<file path="src/jlr_defs.vh">
// constants for the lockout recovery block
`ifndef JLR_DEFS_VH
`define JLR_DEFS_VH

`define JLR_ADDR_W          3
`define JLR_DATA_W          16

`define JLR_OFF_DIVIDER     3'h0
`define JLR_OFF_PROTECT     3'h1
`define JLR_OFF_COMMAND     3'h2
`define JLR_OFF_KEY_ENTRY   3'h3
`define JLR_OFF_STATUS      3'h4

`define JLR_DIV_PRESCALE    6
`define JLR_DIV_LSB         0
`define JLR_DIV_MSB         5
`define JLR_DIV_W           7
`define JLR_PROT_W          8
`define JLR_RST_DIVIDER     7'h00
`define JLR_RST_PROTECT     8'h00

`define JLR_CMD_ERASE       0
`define JLR_CMD_CLR_DONE    1

`define JLR_ST_DONE         0
`define JLR_ST_UNLOCKED     1
`define JLR_ST_SECURE       2
`define JLR_ST_BUSY         3
`define JLR_ST_RECOVERY     4

`define JLR_IR_W            4
`define JLR_IR_CAPTURE      4'h1
`define JLR_IR_BYPASS       4'hF

`define JLR_PRESCALE_LAST   3'h7

`define JLR_TAP_RESET       4'h0
`define JLR_TAP_IDLE        4'h1
`define JLR_TAP_SEL_DR      4'h2
`define JLR_TAP_CAP_DR      4'h3
`define JLR_TAP_SHIFT_DR    4'h4
`define JLR_TAP_EXIT1_DR    4'h5
`define JLR_TAP_PAUSE_DR    4'h6
`define JLR_TAP_EXIT2_DR    4'h7
`define JLR_TAP_UPD_DR      4'h8
`define JLR_TAP_SEL_IR      4'h9
`define JLR_TAP_CAP_IR      4'hA
`define JLR_TAP_SHIFT_IR    4'hB
`define JLR_TAP_EXIT1_IR    4'hC
`define JLR_TAP_PAUSE_IR    4'hD
`define JLR_TAP_EXIT2_IR    4'hE
`define JLR_TAP_UPD_IR      4'hF

`endif

</file>
<file path="src/jlr_clkgen.v">
// flash timing tick generator: sys/2, optional /8, then /(div+1)
`timescale 1ns/1ps
`default_nettype none
`include "jlr_defs.vh"

module jlr_clkgen
(
  input  wire       clk,
  input  wire       reset_n,
  input  wire       clear,
  input  wire       prescale_by_eight_bit,
  input  wire [5:0] erase_clock_divider_field,
  output reg        tick_reg
);

  reg       half_reg;
  reg [2:0] pre_reg;
  reg [5:0] div_reg;
  wire      stage1;
  wire      stage2;

  assign stage1 = half_reg;
  assign stage2 = stage1 & (~prescale_by_eight_bit | (pre_reg == `JLR_PRESCALE_LAST));

  always @(posedge clk)
  begin
    if (!reset_n || clear)
    begin
      half_reg <= 1'b0;
      pre_reg  <= 3'h0;
      div_reg  <= 6'h00;
      tick_reg <= 1'b0;
    end
    else
    begin
      half_reg <= ~half_reg;
      tick_reg <= 1'b0;
      if (stage1)
        pre_reg <= pre_reg + 3'h1;
      if (stage2)
      begin
        if (div_reg == erase_clock_divider_field)
        begin
          div_reg  <= 6'h00;
          tick_reg <= 1'b1;
        end
        else
          div_reg <= div_reg + 6'h01;
      end
    end
  end

endmodule
`default_nettype wire

</file>
<file path="src/jlr_erase_seq.v">
// mass erase sequencer timed by flash ticks
`timescale 1ns/1ps
`default_nettype none
`include "jlr_defs.vh"

module jlr_erase_seq
#(
  parameter ERASE_TICKS = 16'h0100
)
(
  input  wire clk,
  input  wire reset_n,
  input  wire start,
  input  wire abort,
  input  wire tick,
  output reg  busy_reg,
  output reg  done_reg
);

  reg [15:0] cnt_reg;

  always @(posedge clk)
  begin
    if (!reset_n || abort)
    begin
      busy_reg <= 1'b0;
      done_reg <= 1'b0;
      cnt_reg  <= 16'h0000;
    end
    else
    begin
      done_reg <= 1'b0;
      if (!busy_reg && start)
      begin
        busy_reg <= 1'b1;
        cnt_reg  <= 16'h0000;
      end
      else if (busy_reg && tick)
      begin
        if (cnt_reg == ERASE_TICKS - 16'h0001)
        begin
          busy_reg <= 1'b0;
          done_reg <= 1'b1;
        end
        else
          cnt_reg <= cnt_reg + 16'h0001;
      end
    end
  end

endmodule
`default_nettype wire

</file>
<file path="src/jlr_lockout_recovery.v">
// lockout recovery: test port, recovery data register, erase control, security
//
// The address-and-strobe port and the register offsets were decided locally.
`timescale 1ns/1ps
`default_nettype none
`include "jlr_defs.vh"

// Operation
// - recovery erases all flash incl. config, ignoring protection; unsecure only after reset
// - recovery instruction selects a 7-bit data register holding the divider
// - during recovery the test register replaces the divider register value
// - bit 6 drives divide-by-eight, bits 5..0 drive the divider field
// - input is sys/2, /8 if prescale set, then /(div+1)
// - after data update, erase starts on entering Run-Test/Idle
// - backdoor key unlock allowed only when key enable is set
// - at reset, debug memory reads are disabled from stored security bytes
module jlr_lockout_recovery
#(
  parameter IR_RECOVERY = 4'hB,
  parameter KEY_W       = 16,
  parameter ERASE_TICKS = 16'h0100
)
(
  input  wire                   clk,
  input  wire                   reset_n,
  input  wire                   tck,
  input  wire                   tms,
  input  wire                   tdi,
  input  wire                   trst_n,
  output reg                    tdo_reg,
  output reg                    tdo_oe_n_reg,
  input  wire [`JLR_ADDR_W-1:0] addr,
  input  wire [`JLR_DATA_W-1:0] wdata,
  input  wire                   wr,
  input  wire                   rd,
  output reg  [`JLR_DATA_W-1:0] rdata_reg,
  input  wire                   cfg_security_on,
  input  wire                   backdoor_key_enable,
  input  wire [KEY_W-1:0]       backdoor_key_stored,
  output wire                   flash_erase_all,
  output wire                   flash_erase_done,
  output wire                   flash_timing_tick,
  output reg                    core_debug_read_disable_reg,
  output reg                    recovery_active_reg
);

  reg  [3:0]            tap_reg;
  reg  [3:0]            tap_next;
  reg                   tck_d_reg;
  reg  [`JLR_IR_W-1:0]  ir_reg;
  reg  [`JLR_IR_W-1:0]  ir_shift_reg;
  reg  [`JLR_DIV_W-1:0] dr_shift_reg;
  reg  [`JLR_DIV_W-1:0] dr_hold_reg;
  reg                   dr_updated_reg;
  reg                   bypass_reg;
  reg  [`JLR_DIV_W-1:0] divider_reg;
  reg  [`JLR_PROT_W-1:0] protect_reg;
  reg                   done_sticky_reg;
  reg                   secure_reg;
  reg                   key_en_reg;
  reg                   unlocked_reg;
  reg                   load_pend_reg;
  reg                   start_reg;
  reg                   rec_start_reg;
  wire                  tck_rise;
  wire                  tck_fall;
  wire                  is_recovery;
  wire                  busy;
  wire                  done;
  wire                  abort;
  wire [`JLR_DIV_W-1:0] div_sel;

  function is_shift;
    input [3:0] st;
    begin
      is_shift = (st == `JLR_TAP_SHIFT_DR) || (st == `JLR_TAP_SHIFT_IR);
    end
  endfunction

  function bus_hit;
    input [`JLR_ADDR_W-1:0] a;
    input [`JLR_ADDR_W-1:0] off;
    begin
      bus_hit = (a == off);
    end
  endfunction

  assign tck_rise    = tck & ~tck_d_reg;
  assign tck_fall    = ~tck & tck_d_reg;
  assign is_recovery = (ir_reg == IR_RECOVERY);
  assign abort       = ~trst_n;
  // the test register value steers the divider while recovery owns the erase
  assign div_sel     = recovery_active_reg ? dr_hold_reg : divider_reg;

  // tap state transitions
  always @*
  begin
    tap_next = tap_reg;
    case (tap_reg)
      `JLR_TAP_RESET:    tap_next = tms ? `JLR_TAP_RESET    : `JLR_TAP_IDLE;
      `JLR_TAP_IDLE:     tap_next = tms ? `JLR_TAP_SEL_DR   : `JLR_TAP_IDLE;
      `JLR_TAP_SEL_DR:   tap_next = tms ? `JLR_TAP_SEL_IR   : `JLR_TAP_CAP_DR;
      `JLR_TAP_CAP_DR:   tap_next = tms ? `JLR_TAP_EXIT1_DR : `JLR_TAP_SHIFT_DR;
      `JLR_TAP_SHIFT_DR: tap_next = tms ? `JLR_TAP_EXIT1_DR : `JLR_TAP_SHIFT_DR;
      `JLR_TAP_EXIT1_DR: tap_next = tms ? `JLR_TAP_UPD_DR   : `JLR_TAP_PAUSE_DR;
      `JLR_TAP_PAUSE_DR: tap_next = tms ? `JLR_TAP_EXIT2_DR : `JLR_TAP_PAUSE_DR;
      `JLR_TAP_EXIT2_DR: tap_next = tms ? `JLR_TAP_UPD_DR   : `JLR_TAP_SHIFT_DR;
      `JLR_TAP_UPD_DR:   tap_next = tms ? `JLR_TAP_SEL_DR   : `JLR_TAP_IDLE;
      `JLR_TAP_SEL_IR:   tap_next = tms ? `JLR_TAP_RESET    : `JLR_TAP_CAP_IR;
      `JLR_TAP_CAP_IR:   tap_next = tms ? `JLR_TAP_EXIT1_IR : `JLR_TAP_SHIFT_IR;
      `JLR_TAP_SHIFT_IR: tap_next = tms ? `JLR_TAP_EXIT1_IR : `JLR_TAP_SHIFT_IR;
      `JLR_TAP_EXIT1_IR: tap_next = tms ? `JLR_TAP_UPD_IR   : `JLR_TAP_PAUSE_IR;
      `JLR_TAP_PAUSE_IR: tap_next = tms ? `JLR_TAP_EXIT2_IR : `JLR_TAP_PAUSE_IR;
      `JLR_TAP_EXIT2_IR: tap_next = tms ? `JLR_TAP_UPD_IR   : `JLR_TAP_SHIFT_IR;
      `JLR_TAP_UPD_IR:   tap_next = tms ? `JLR_TAP_SEL_DR   : `JLR_TAP_IDLE;
      default:           tap_next = `JLR_TAP_RESET;
    endcase
  end

  // test port: instruction and recovery data registers
  always @(posedge clk)
  begin
    if (!reset_n || !trst_n)
    begin
      tck_d_reg      <= 1'b0;
      tap_reg        <= `JLR_TAP_RESET;
      ir_reg         <= `JLR_IR_BYPASS;
      ir_shift_reg   <= `JLR_IR_CAPTURE;
      dr_shift_reg   <= `JLR_RST_DIVIDER;
      dr_hold_reg    <= `JLR_RST_DIVIDER;
      dr_updated_reg <= 1'b0;
      bypass_reg     <= 1'b0;
      tdo_reg        <= 1'b0;
      tdo_oe_n_reg   <= 1'b1;
      rec_start_reg  <= 1'b0;
    end
    else
    begin
      tck_d_reg     <= tck;
      rec_start_reg <= 1'b0;
      if (tck_rise)
      begin
        tap_reg <= tap_next;
        case (tap_reg)
          `JLR_TAP_RESET:
            ir_reg <= `JLR_IR_BYPASS;
          `JLR_TAP_CAP_IR:
            ir_shift_reg <= `JLR_IR_CAPTURE;
          `JLR_TAP_SHIFT_IR:
            ir_shift_reg <= {tdi, ir_shift_reg[`JLR_IR_W-1:1]};
          `JLR_TAP_UPD_IR:
            ir_reg <= ir_shift_reg;
          `JLR_TAP_CAP_DR:
          begin
            dr_shift_reg <= dr_hold_reg;
            bypass_reg   <= 1'b0;
          end
          `JLR_TAP_SHIFT_DR:
          begin
            if (is_recovery)
              dr_shift_reg <= {tdi, dr_shift_reg[`JLR_DIV_W-1:1]};
            else
              bypass_reg <= tdi;
          end
          `JLR_TAP_UPD_DR:
          begin
            // a running erase keeps its divider
            if (is_recovery && !busy)
            begin
              dr_hold_reg    <= dr_shift_reg;
              dr_updated_reg <= 1'b1;
            end
          end
          `JLR_TAP_IDLE:
          begin
            // stays here while erase runs; the entry edge starts it
          end
          default:
          begin
          end
        endcase
        // start when entering Run-Test/Idle with a fresh divider, straight from update too
        if (tap_next == `JLR_TAP_IDLE && tap_reg != `JLR_TAP_IDLE && is_recovery && !busy &&
            (dr_updated_reg || tap_reg == `JLR_TAP_UPD_DR))
        begin
          rec_start_reg  <= 1'b1;
          dr_updated_reg <= 1'b0;
        end
      end
      if (tck_fall)
      begin
        tdo_oe_n_reg <= ~is_shift(tap_reg);
        if (tap_reg == `JLR_TAP_SHIFT_IR)
          tdo_reg <= ir_shift_reg[0];
        else if (tap_reg == `JLR_TAP_SHIFT_DR)
          tdo_reg <= is_recovery ? dr_shift_reg[0] : bypass_reg;
      end
    end
  end

  // recovery ownership of the erase and divider
  always @(posedge clk)
  begin
    if (!reset_n || abort)
      recovery_active_reg <= 1'b0;
    else if (rec_start_reg)
      recovery_active_reg <= 1'b1;
    else if (done)
      recovery_active_reg <= 1'b0;
  end

  // register bus, security and backdoor
  always @(posedge clk)
  begin
    if (!reset_n)
    begin
      divider_reg     <= `JLR_RST_DIVIDER;
      protect_reg     <= `JLR_RST_PROTECT;
      done_sticky_reg <= 1'b0;
      rdata_reg       <= {`JLR_DATA_W{1'b0}};
      start_reg       <= 1'b0;
      secure_reg      <= 1'b1;
      key_en_reg      <= 1'b0;
      unlocked_reg    <= 1'b0;
      load_pend_reg   <= 1'b1;
      core_debug_read_disable_reg <= 1'b1;
    end
    else
    begin
      start_reg <= 1'b0;
      // security state is taken from stored bytes only just after reset
      if (load_pend_reg)
      begin
        load_pend_reg <= 1'b0;
        secure_reg    <= cfg_security_on;
        key_en_reg    <= backdoor_key_enable;
      end
      core_debug_read_disable_reg <= secure_reg & ~unlocked_reg;
      if (wr && bus_hit(addr, `JLR_OFF_DIVIDER))
        divider_reg <= wdata[`JLR_DIV_W-1:0];
      if (wr && bus_hit(addr, `JLR_OFF_PROTECT))
        protect_reg <= wdata[`JLR_PROT_W-1:0];
      // software erase honours protection and yields to recovery
      if (wr && bus_hit(addr, `JLR_OFF_COMMAND) && wdata[`JLR_CMD_ERASE] &&
          protect_reg == `JLR_RST_PROTECT && !busy && !recovery_active_reg)
        start_reg <= 1'b1;
      if (wr && bus_hit(addr, `JLR_OFF_KEY_ENTRY) && key_en_reg &&
          wdata[KEY_W-1:0] == backdoor_key_stored)
        unlocked_reg <= 1'b1;
      if (done)
        done_sticky_reg <= 1'b1;
      else if (wr && bus_hit(addr, `JLR_OFF_COMMAND) && wdata[`JLR_CMD_CLR_DONE])
        done_sticky_reg <= 1'b0;
      rdata_reg <= {`JLR_DATA_W{1'b0}};
      if (rd)
      begin
        if (bus_hit(addr, `JLR_OFF_DIVIDER))
          rdata_reg[`JLR_DIV_W-1:0] <= divider_reg;
        else if (bus_hit(addr, `JLR_OFF_PROTECT))
          rdata_reg[`JLR_PROT_W-1:0] <= protect_reg;
        else if (bus_hit(addr, `JLR_OFF_STATUS))
        begin
          rdata_reg[`JLR_ST_DONE]     <= done_sticky_reg;
          rdata_reg[`JLR_ST_UNLOCKED] <= unlocked_reg;
          rdata_reg[`JLR_ST_SECURE]   <= secure_reg;
          rdata_reg[`JLR_ST_BUSY]     <= busy;
          rdata_reg[`JLR_ST_RECOVERY] <= recovery_active_reg;
        end
      end
    end
  end

  jlr_clkgen u_clkgen
  (
    .clk                       (clk),
    .reset_n                   (reset_n),
    .clear                     (rec_start_reg),
    .prescale_by_eight_bit     (div_sel[`JLR_DIV_PRESCALE]),
    .erase_clock_divider_field (div_sel[`JLR_DIV_MSB:`JLR_DIV_LSB]),
    .tick_reg                  (flash_timing_tick)
  );

  // recovery start needs no protection check: the whole array goes
  jlr_erase_seq #(.ERASE_TICKS(ERASE_TICKS)) u_seq
  (
    .clk      (clk),
    .reset_n  (reset_n),
    .start    (rec_start_reg | start_reg),
    .abort    (abort),
    .tick     (flash_timing_tick),
    .busy_reg (busy),
    .done_reg (done)
  );

  assign flash_erase_all  = busy;
  assign flash_erase_done = done;

endmodule
`default_nettype wire

</file>
<file path="config.mk">
export PLATFORM = sky130hd
export DESIGN_NAME = jlr_lockout_recovery
export DESIGN_NICKNAME = d
export VERILOG_FILES = /design/src/jlr_clkgen.v /design/src/jlr_erase_seq.v /design/src/jlr_lockout_recovery.v
export VERILOG_INCLUDE_DIRS = /design/src
export SDC_FILE = /design/constraint.sdc
export NUM_CORES = 1
export LEC_CHECK = 0
export BUFFER_PORTS_ARGS = -buffer_cell sky130_fd_sc_hd__clkbuf_2
export CORE_MARGIN = 5
export CORE_UTILIZATION = 60
export CTS_CLUSTER_SIZE = 30
export DETAILED_ROUTE_END_ITERATION = 8
export GPL_TIMING_DRIVEN = 0
export PLACE_DENSITY = 0.83
export SYNTH_ARGS = -nofsm -noshare
export SYNTH_HDL_FRONTEND = slang
export SYNTH_HIERARCHICAL = 1
export SYNTH_SLANG_ARGS = --single-unit
</file>
<file path="constraint.sdc">
create_clock -name clk -period 3.96 [get_ports clk]
set_input_delay 0.594 -clock clk [delete_from_list [all_inputs] [get_ports clk]]
set_output_delay 0.594 -clock clk [all_outputs]
set_load 0.02 [all_outputs]
</file>
==> impl_metrics.json, run 1 <==
{
  "whs_path_depth": 3,
  "nets": 627,
  "status": "finished, final reports clean",
  "fin_setup_tns_ps": 0,
  "gp_congestion": 0.902,
  "grt_use_total_pct": 21.9,
  "drt_iter0_drc": 330,
  "drv_slew": 0,
  "die_width_um": 96.9,
  "critPathMaxFanout": 10,
  "largest_register_ffs": 16,
  "grt_pass1_vias": 3725,
  "wl_met3_um": 574,
  "grt_pass1_wl_mm": 17.4,
  "area_growth_pct": 14.2,
  "wl_met2_mm": 5.07,
  "start_util_pct": 62.1,
  "yosys_most_used_dff": "dfxtp_1",
  "num_vias": 3936,
  "setup_viol": 0,
  "final_cells": 682,
  "cp-end-kind": "register",
  "cp_num_cells": 6,
  "cts_sinks": 92,
  "gr-total-overflow": 0,
  "synthArstFlopShare_pct": 0,
  "layout-drive-gt1-share_pct": 19.4,
  "worst-path-buf-inv": 1,
  "synth.area.top_cells": "dfxtp_1 41%, mux2i_1 8.0%, nor2_1 4.7%, xor2_1 3.5%, a21oi_1 3.3%",
  "fin_skew_ps": 13.7,
  "antenna_found_initial": 0,
  "cp.required_ps": 4220,
  "cp_cell_sequence": "clkbuf_1, mux2_2, xnor2_1, nand4_1, o21bai_2, nor2_1",
  "timing.rr.start": "recovery_active_reg",
  "critPathKind": "register to register",
  "drc": 0,
  "netlist_instances": 503,
  "cts_tree": "done",
  "synth-warning-count": 6,
  "postRouteWirelength_mm": 10.3,
  "drt-wirelength-per-cell_um": 15.1,
  "final_antenna_net_count": 0,
  "routed.top_layer": "met4",
  "coreArea_um2": 7290,
  "min_to": "secure_reg",
  "yosysSeqAreaShare_pct": 40.7,
  "htree_levels": 3,
  "startpoint_type": "register",
  "cts-buffers-inserted": 9,
  "rows": 31,
  "clockRootBuffer": "clkbuf_8",
  "place_ws_ps": 1730,
  "postCtsHoldBufs": 0,
  "hp-class": "input port to register",
  "finalPower_w": 0.00176,
  "fin_crit_sh_pct": 52.0,
  "cp_data_arrival_time_ps": 2320,
  "tightest_slew_ps": 723,
  "netlist.area_leader.share_pct": 40.7,
  "met1_length_mm": 4.52,
  "dpl.cell_count": 666,
  "clockBufferDepth": 2,
  "antennaDiodeCount": 0,
  "finalWorstSetupSlack_ps": 1900,
  "nFillCells": 585,
  "syn_area_um2": 4530,
  "grt_setup_unrepaired": "no",
  "ff2ff_setup_slack_ps": 1900,
  "synth_cell_type_count": 63,
  "rr_worst_depth": 6,
  "avgSynthCellArea_um2": 9.00,
  "finalHoldViolations": 0,
  "powerDensity_nw_per_um2": 341,
  "path_delay_family": "buffers and inverters",
  "ir_drop_uv": 288,
  "io_pins": 68,
  "final.min_clock_period_ps": 2060,
  "timing.fmax_mhz": 486,
  "synth_edf_count": 0,
  "grt_max_degree": 18,
  "portBuffers": 57,
  "post_cts_resized": 0,
  "timing.rr.end": "u_clkgen/div_reg[3]",
  "synth_area_leader_cell": "dfxtp_1",
  "clk_pin_slew_ps": 100,
  "maxCapViolCount": 0,
  "max_stage_delay_ps": 470,
  "cp_slowest_cell": "clkbuf_1",
  "post_cts_buffers": 0,
  "die_y_um": 96.9,
  "vias_per_cell": 5.77,
  "slew_headroom_pct": 51.4,
  "clk_latency_ps": 370,
  "ys_ff_latch": 92,
  "p_leak_nw": 1.87,
  "min-delay-start": "cfg_security_on",
  "die-area_um2": 9380,
  "dp_hpwl_mm": 7.77,
  "drt_first_pass_iters": 5
}
layout by cell type (no fill, tap or decap), types with 3 or more instances in the layout:
master	count
a211oi_1	4
a21oi_1	30
a311oi_1	7
and3_1	4
and4_1	3
buf_1	3
buf_2	7
buf_4	8
clkbuf_1	16
clkbuf_2	57
clkbuf_8	9
clkinvlp_4	3
conb_1	8
dfxtp_1	92
ha_1	4
inv_1	6
mux2_2	8
mux2i_1	36
nand2_1	26
nand2b_1	7
nand3_1	13
nand3b_1	4
nand4_1	11
nor2_1	57
nor2b_1	11
nor3_1	16
nor3b_1	5
nor4_1	9
nor4_4	3
nor4b_1	3
o21ai_0	17
o21ai_1	5
o22ai_1	4
o31ai_1	3
or3_1	6
or4_1	5
xnor2_1	16
xor2_1	18
cells by family (layout without fill, tap and decap cells):
| group | after synthesis | after routing | share of synthesized area, % |
|---|---|---|---|
| and+or+nand+nor | 200 | 200 | 24.8 |
| buffers and inverters | 42 | 115 | 4.67 |
| DFF | 92 | 92 | 40.7 |
| adders and majority gates | 4 | 4 | 1.11 |
| muxes | 44 | 44 | 9.95 |
| other | 1 | 8 | 0.0829 |
| xor gates and xnor gates | 34 | 34 | 6.58 |
| AOI/OAI and AO/OA | 86 | 86 | 12.1 |
worst register-to-register path: stages, from the launching register on:
cell	delay, ps
dfxtp_1	380
clkbuf_1	470
mux2_2	420
xnor2_1	140
nand4_1	140
o21bai_2	300
nor2_1	90
report_power, final:
| part | total, W | internal, W | switching [W] |
|---|---|---|---|
| Clock | 0.000656 | 0.000300 | 0.000356 |
| Sequential | 0.000947 | 0.000937 | 0.00000985 |
| Combinational | 0.000159 | 0.0000668 | 0.0000925 |
| Total | 0.00176 | 0.00130 | 0.000458 |
per-stage QoR:
step	hold slack, ps	utilization [%]	cell area, µm²
floorplan	427	-	4550
global placement	448	68.0	4960
detailed placement	460	68.0	4960
CTS	424	70.8	5170
global route	422	70.8	5170
finish	440	70.8	5170
synth_stat cells (all sizes together) (13+ instances only):
cell type  count
nand3         13
nor3          16
nor2          58
clkbuf        16
nand2         26
a21oi         30
xor2          18
mux2i         36
buf           20
xnor2         16
dfxtp         92
o21ai         22
layer usage:
layer  track usage, %  vias up
li1                 -     1949
met1             27.6     1871
met2             36.4       99
met3             5.11       17
met4             7.78        0
met5                0        -
worst max-delay path by stage:
stage                     endpoint  slack, ps                 from
2_1_floorplan  u_clkgen/div_reg[0]       2140  recovery_active_reg
3_3_place_gp            tap_reg[1]       1740              reset_n
3_5_place_dp            tap_reg[1]       1730              reset_n
4_1_cts        u_clkgen/div_reg[3]       1900  recovery_active_reg
5_1_grt        u_clkgen/div_reg[3]       1750  recovery_active_reg
6_report       u_clkgen/div_reg[3]       1900  recovery_active_reg
cell type report:
| type | instances | area [µm²] | area share [%] |
|---|---|---|---|
| Inverter | 6 | 22.5 | 0.436 |
| Sequential cell | 92 | 1840 | 35.7 |
| Buffer | 36 | 189 | 3.66 |
| Clock buffer | 9 | 124 | 2.40 |
| Timing Repair Buffer | 57 | 285 | 5.52 |
| Multi-Input combinational cell | 376 | 2500 | 48.4 |
| Clock inverter | 7 | 81.3 | 1.57 |
| Tap cell | 99 | 124 | 2.40 |
No activity file was read; power rests on OpenSTA's default activity.
==> run 2, diff against run 1 <==
Settings changed: CORE_UTILIZATION 60 to 51, PLACE_DENSITY 0.83 to 0.75.
Clock period 3.96 ns to 1.8 ns, I/O delays scaled along.
==> impl_metrics.json, run 2 (synthesized netlist as in run 1, its figures left out) <==
{
  "grt_pass1_vias": 3724,
  "gp_congestion": 0.858,
  "critPathKind": "register to register",
  "final.min_clock_period_ps": 1710,
  "drt_iter0_drc": 164,
  "die-area_um2": 10900,
  "critPathMaxFanout": 6,
  "status": "finished, final reports clean",
  "setup_viol": 0,
  "nets": 631,
  "grt_use_total_pct": 19.3,
  "slew_headroom_pct": 63.2,
  "cts_sinks": 92,
  "fin_crit_sh_pct": 94.8,
  "powerDensity_nw_per_um2": 739,
  "fin_setup_tns_ps": 0,
  "htree_levels": 3,
  "finalPower_w": 0.00388,
  "timing.fmax_mhz": 586,
  "largest_register_ffs": 16,
  "startpoint_type": "register",
  "drt_first_pass_iters": 4,
  "min_to": "key_en_reg",
  "cts-buffers-inserted": 9,
  "drv_slew": 0,
  "postRouteWirelength_mm": 10.4,
  "portBuffers": 57,
  "timing.rr.end": "u_seq/cnt_reg[7]",
  "io_pins": 68,
  "nFillCells": 772,
  "ir_drop_uv": 549,
  "tightest_slew_ps": 551,
  "p_leak_nw": 1.91,
  "multiInputGateArea_um2": 2510,
  "start_util_pct": 52.1,
  "antenna_found_initial": 0,
  "layout-drive-gt1-share_pct": 21.3,
  "postCtsHoldBufs": 0,
  "area_growth_pct": 16.1,
  "whs_path_depth": 3,
  "gr-total-overflow": 0,
  "antennaDiodeCount": 0,
  "hp-class": "input port to register",
  "vias_per_cell": 5.59,
  "cts_tree": "done",
  "clk_latency_ps": 360,
  "clockRootBuffer": "clkbuf_8",
  "clockBufferDepth": 2,
  "num_vias": 3887,
  "ff2ff_setup_slack_ps": 90,
  "maxCapViolCount": 0,
  "fin_skew_ps": 16.4,
  "cp-end-kind": "register",
  "cp.required_ps": 2090,
  "grt_max_degree": 17,
  "regArea_um2": 1850,
  "drc": 0,
  "timing.rr.start": "u_seq/cnt_reg[0]",
  "clk_pin_slew_ps": 90,
  "grt_pass1_wl_mm": 17.7,
  "grt_setup_unrepaired": "no",
  "final_cell_mix": "89 x dfxtp_1, 58 x clkbuf_2, 56 x nor2_1, 36 x mux2i_1, 30 x a21oi_1",
  "min-delay-start": "backdoor_key_enable",
  "rows": 34,
  "die_width_um": 104,
  "die_y_um": 104,
  "final_antenna_net_count": 0,
  "coreArea_um2": 8680,
  "dp_hpwl_mm": 7.91,
  "final_common_cell": "dfxtp_1",
  "finalHoldViolations": 0,
  "cp_data_arrival_time_ps": 2000,
  "rr_worst_depth": 5,
  "drt-wirelength-per-cell_um": 15.0
}
[run 2: routing by layer]
layer	vias up	GRT usage, %	wire [µm]
met5	-	0	0
met4	0	5.74	167
met3	20	5.09	435
met2	79	30.9	5130
met1	1833	25.5	4700
li1	1955	-	-
[run 2: final cells by class]
cell class              count  area share [%]
inverters                   6           0.429
clock buffers              10            2.62
well taps                 108            2.57
plain buffers              36            3.86
repair buffers             61            6.24
flip-flops and latches     92            35.1
clock inverters             6            1.31
multi-input cells         376            47.9
[run 2: worst max-delay path, cell delays in order (launching register included)]
cell and delay (ps):
dfxtp_2 350, ha_2 200, and4_4 200, a41o_4 280, or4_1 460, a21oi_1 140
[run 2: what timing repair did]
action,CTS,global route
setup endpoints to repair,18,22
pin swaps,2,4
buffers inserted,1,3
hold endpoints to repair,0,0
resized for setup,4,10
[run 2: how the worst max path moves through the flow]
stage / startpoint / end / slack [ps] / depth (start not counted)
after floorplan: recovery_active_reg / u_clkgen/div_reg[0] / 100 / 6
after global placement: reset_n / tap_reg[1] / -80 / 7
after global routing: tap_reg[2] / dr_shift_reg[3] / 7 / 5
after detailed placement: reset_n / tap_reg[1] / -80 / 7
after CTS: recovery_active_reg / u_clkgen/div_reg[3] / 0.9 / 6
final: u_seq/cnt_reg[0] / u_seq/cnt_reg[7] / 90 / 5
[run 2: per-stage QoR]
| step | util, % | hold WS [ps] | cells | instance area (µm²) | worst slack [ps] |
|---|---|---|---|---|---|
| 2_1_floorplan | - | 400 | 510 | 4550 | 100 |
| 3_3_place_gp | 57.3 | 448 | 675 | 4970 | -83.2 |
| 3_5_place_dp | 57.3 | 464 | 675 | 4970 | -75.1 |
| 4_1_cts | 60.0 | 146 | 692 | 5210 | 0.862 |
| 5_1_grt | 60.6 | 145 | 695 | 5260 | 6.84 |
| 6_report | 60.6 | 159 | 695 | 5260 | 92.9 |
[run 2: where the power goes]
group	total, W	internal (W)	leakage (nW)	switching (W)
clock	0.00144	0.000693	0.104	0.000750
combinational	0.000357	0.000149	1.06	0.000208
sequential	0.00208	0.00206	0.746	0.0000222
==> run 3, diff against run 2 <==
Settings changed: BUFFER_PORTS_ARGS -buffer_cell sky130_fd_sc_hd__clkbuf_2 to -buffer_cell sky130_fd_sc_hd__buf_2.
==> impl_metrics.json, run 3 (synthesized netlist as in run 1, its figures left out) <==
{
  "clockRootBuffer": "clkbuf_8",
  "critPathKind": "register to register",
  "nets": 631,
  "die-area_um2": 10900,
  "hp-class": "input port to register",
  "gp_congestion": 0.859,
  "rows": 34,
  "drt-wirelength-per-cell_um": 15.0,
  "gr-total-overflow": 0,
  "slew_headroom_pct": 63.3,
  "grt_setup_unrepaired": "no",
  "grt_pass1_wl_mm": 17.6,
  "portBuffers": 57,
  "clk_latency_ps": 360,
  "io_pins": 68,
  "die_width_um": 104,
  "area_growth_pct": 16.9,
  "cts_sinks": 92,
  "die_y_um": 104,
  "grt_use_total_pct": 19.2,
  "clk_pin_slew_ps": 100,
  "final_area_um2": 5290,
  "final_common_cell": "dfxtp_1",
  "cts-buffers-inserted": 9,
  "coreArea_um2": 8680,
  "final.min_clock_period_ps": 1710,
  "tightest_slew_ps": 550,
  "htree_levels": 3,
  "status": "finished, final reports clean",
  "setup_viol": 0,
  "drv_slew": 0,
  "drc": 0,
  "clockBufferDepth": 2,
  "vias_per_cell": 5.65,
  "grt_pass1_vias": 3741,
  "largest_register_ffs": 16,
  "antennaDiodeCount": 0,
  "maxCapViolCount": 0,
  "placed_cell_area_um2": 4970,
  "postCtsHoldBufs": 0,
  "fin_skew_ps": 10.7,
  "grt_max_degree": 17,
  "drt_first_pass_iters": 4,
  "cp.required_ps": 2070,
  "drt_iter0_drc": 284,
  "timing.fmax_mhz": 583,
  "whs_ps": 127,
  "start_util_pct": 52.1,
  "startpoint_type": "register",
  "fin_crit_sh_pct": 95.2,
  "p_leak_nw": 1.93,
  "nFillCells": 766,
  "layout-drive-gt1-share_pct": 21.3,
  "cp_data_arrival_time_ps": 1980,
  "final_cells": 695,
  "num_vias": 3925,
  "final_antenna_net_count": 0,
  "powerDensity_nw_per_um2": 781,
  "cts_tree": "done",
  "final_cell_mix": "89 x dfxtp_1, 64 x buf_2, 57 x nor2_1, 36 x mux2i_1, 30 x a21oi_1",
  "critPathMaxFanout": 10,
  "dp_hpwl_mm": 7.83,
  "dpl.cell_count": 675,
  "postRouteWirelength_mm": 10.4,
  "cp-end-kind": "register",
  "finalPower_w": 0.00413,
  "antenna_found_initial": 0,
  "finalHoldViolations": 0,
  "ir_drop_uv": 440
}
-- run 3: final cells by class --
class,count,area [µm²],area share [%]
clock buffers,9,124,2.34
multi-input cells,376,2510,47.5
clock inverters,7,124,2.34
well taps,108,135,2.55
inverters,6,22.5,0.426
flip-flops and latches,92,1850,34.9
repair buffers,61,328,6.20
plain buffers,36,199,3.76
-- run 3: per-layer routing --
metal	GRT usage [%]	part of all wire, %	vias to the layer above
li1	-	-	1947
met1	26.1	46	1860
met2	30.5	48	97
met3	3.29	4.3	21
met4	7.22	2.0	0
met5	0	0	-
-- run 3: stage by stage --
| step | setup slack [ps] | setup TNS (ps) | utilization (%) |
|---|---|---|---|
| finish | 86.2 | 0 | 61.0 |
| global route | 5.11 | 0 | 61.0 |
| CTS | 21.9 | 0 | 60.6 |
| detailed placement | -106 | -721 | 57.3 |
| global placement | -92.6 | -274 | 57.3 |
| floorplan | 100 | 0 | - |
-- run 3: worst paths after layout --
path                      to  slack, ps       startpoint  depth (start not counted)
max          dr_shift_reg[4]         90       tap_reg[2]                          5
min               secure_reg        130  cfg_security_on                          3
max reg2reg  dr_shift_reg[4]         90       tap_reg[2]                          5
min reg2reg          tdo_reg        470          tdo_reg                          2
-- run 3: worst max-delay path, cell delays in order (launching register included) --
cell      delay [ps]
dfxtp_1          370
or3b_1           410
o21ai_2          240
buf_2            260
a21oi_1           90
a311oi_1         250
-- run 3: power breakdown --
group	leakage (nW)	internal, W	switching (W)	total, W
Sequential	0.746	0.00206	0.0000214	0.00208
Combinational	1.06	0.000150	0.000204	0.000354
Clock	0.120	0.000932	0.000762	0.00169
Total	1.93	0.00314	0.000987	0.00413
-- run 3: repair_timing --
item                       CTS  global route
gates resized for setup      4             9
setup buffers                1             3
pin swaps                    1             4
setup endpoints to repair   16            24
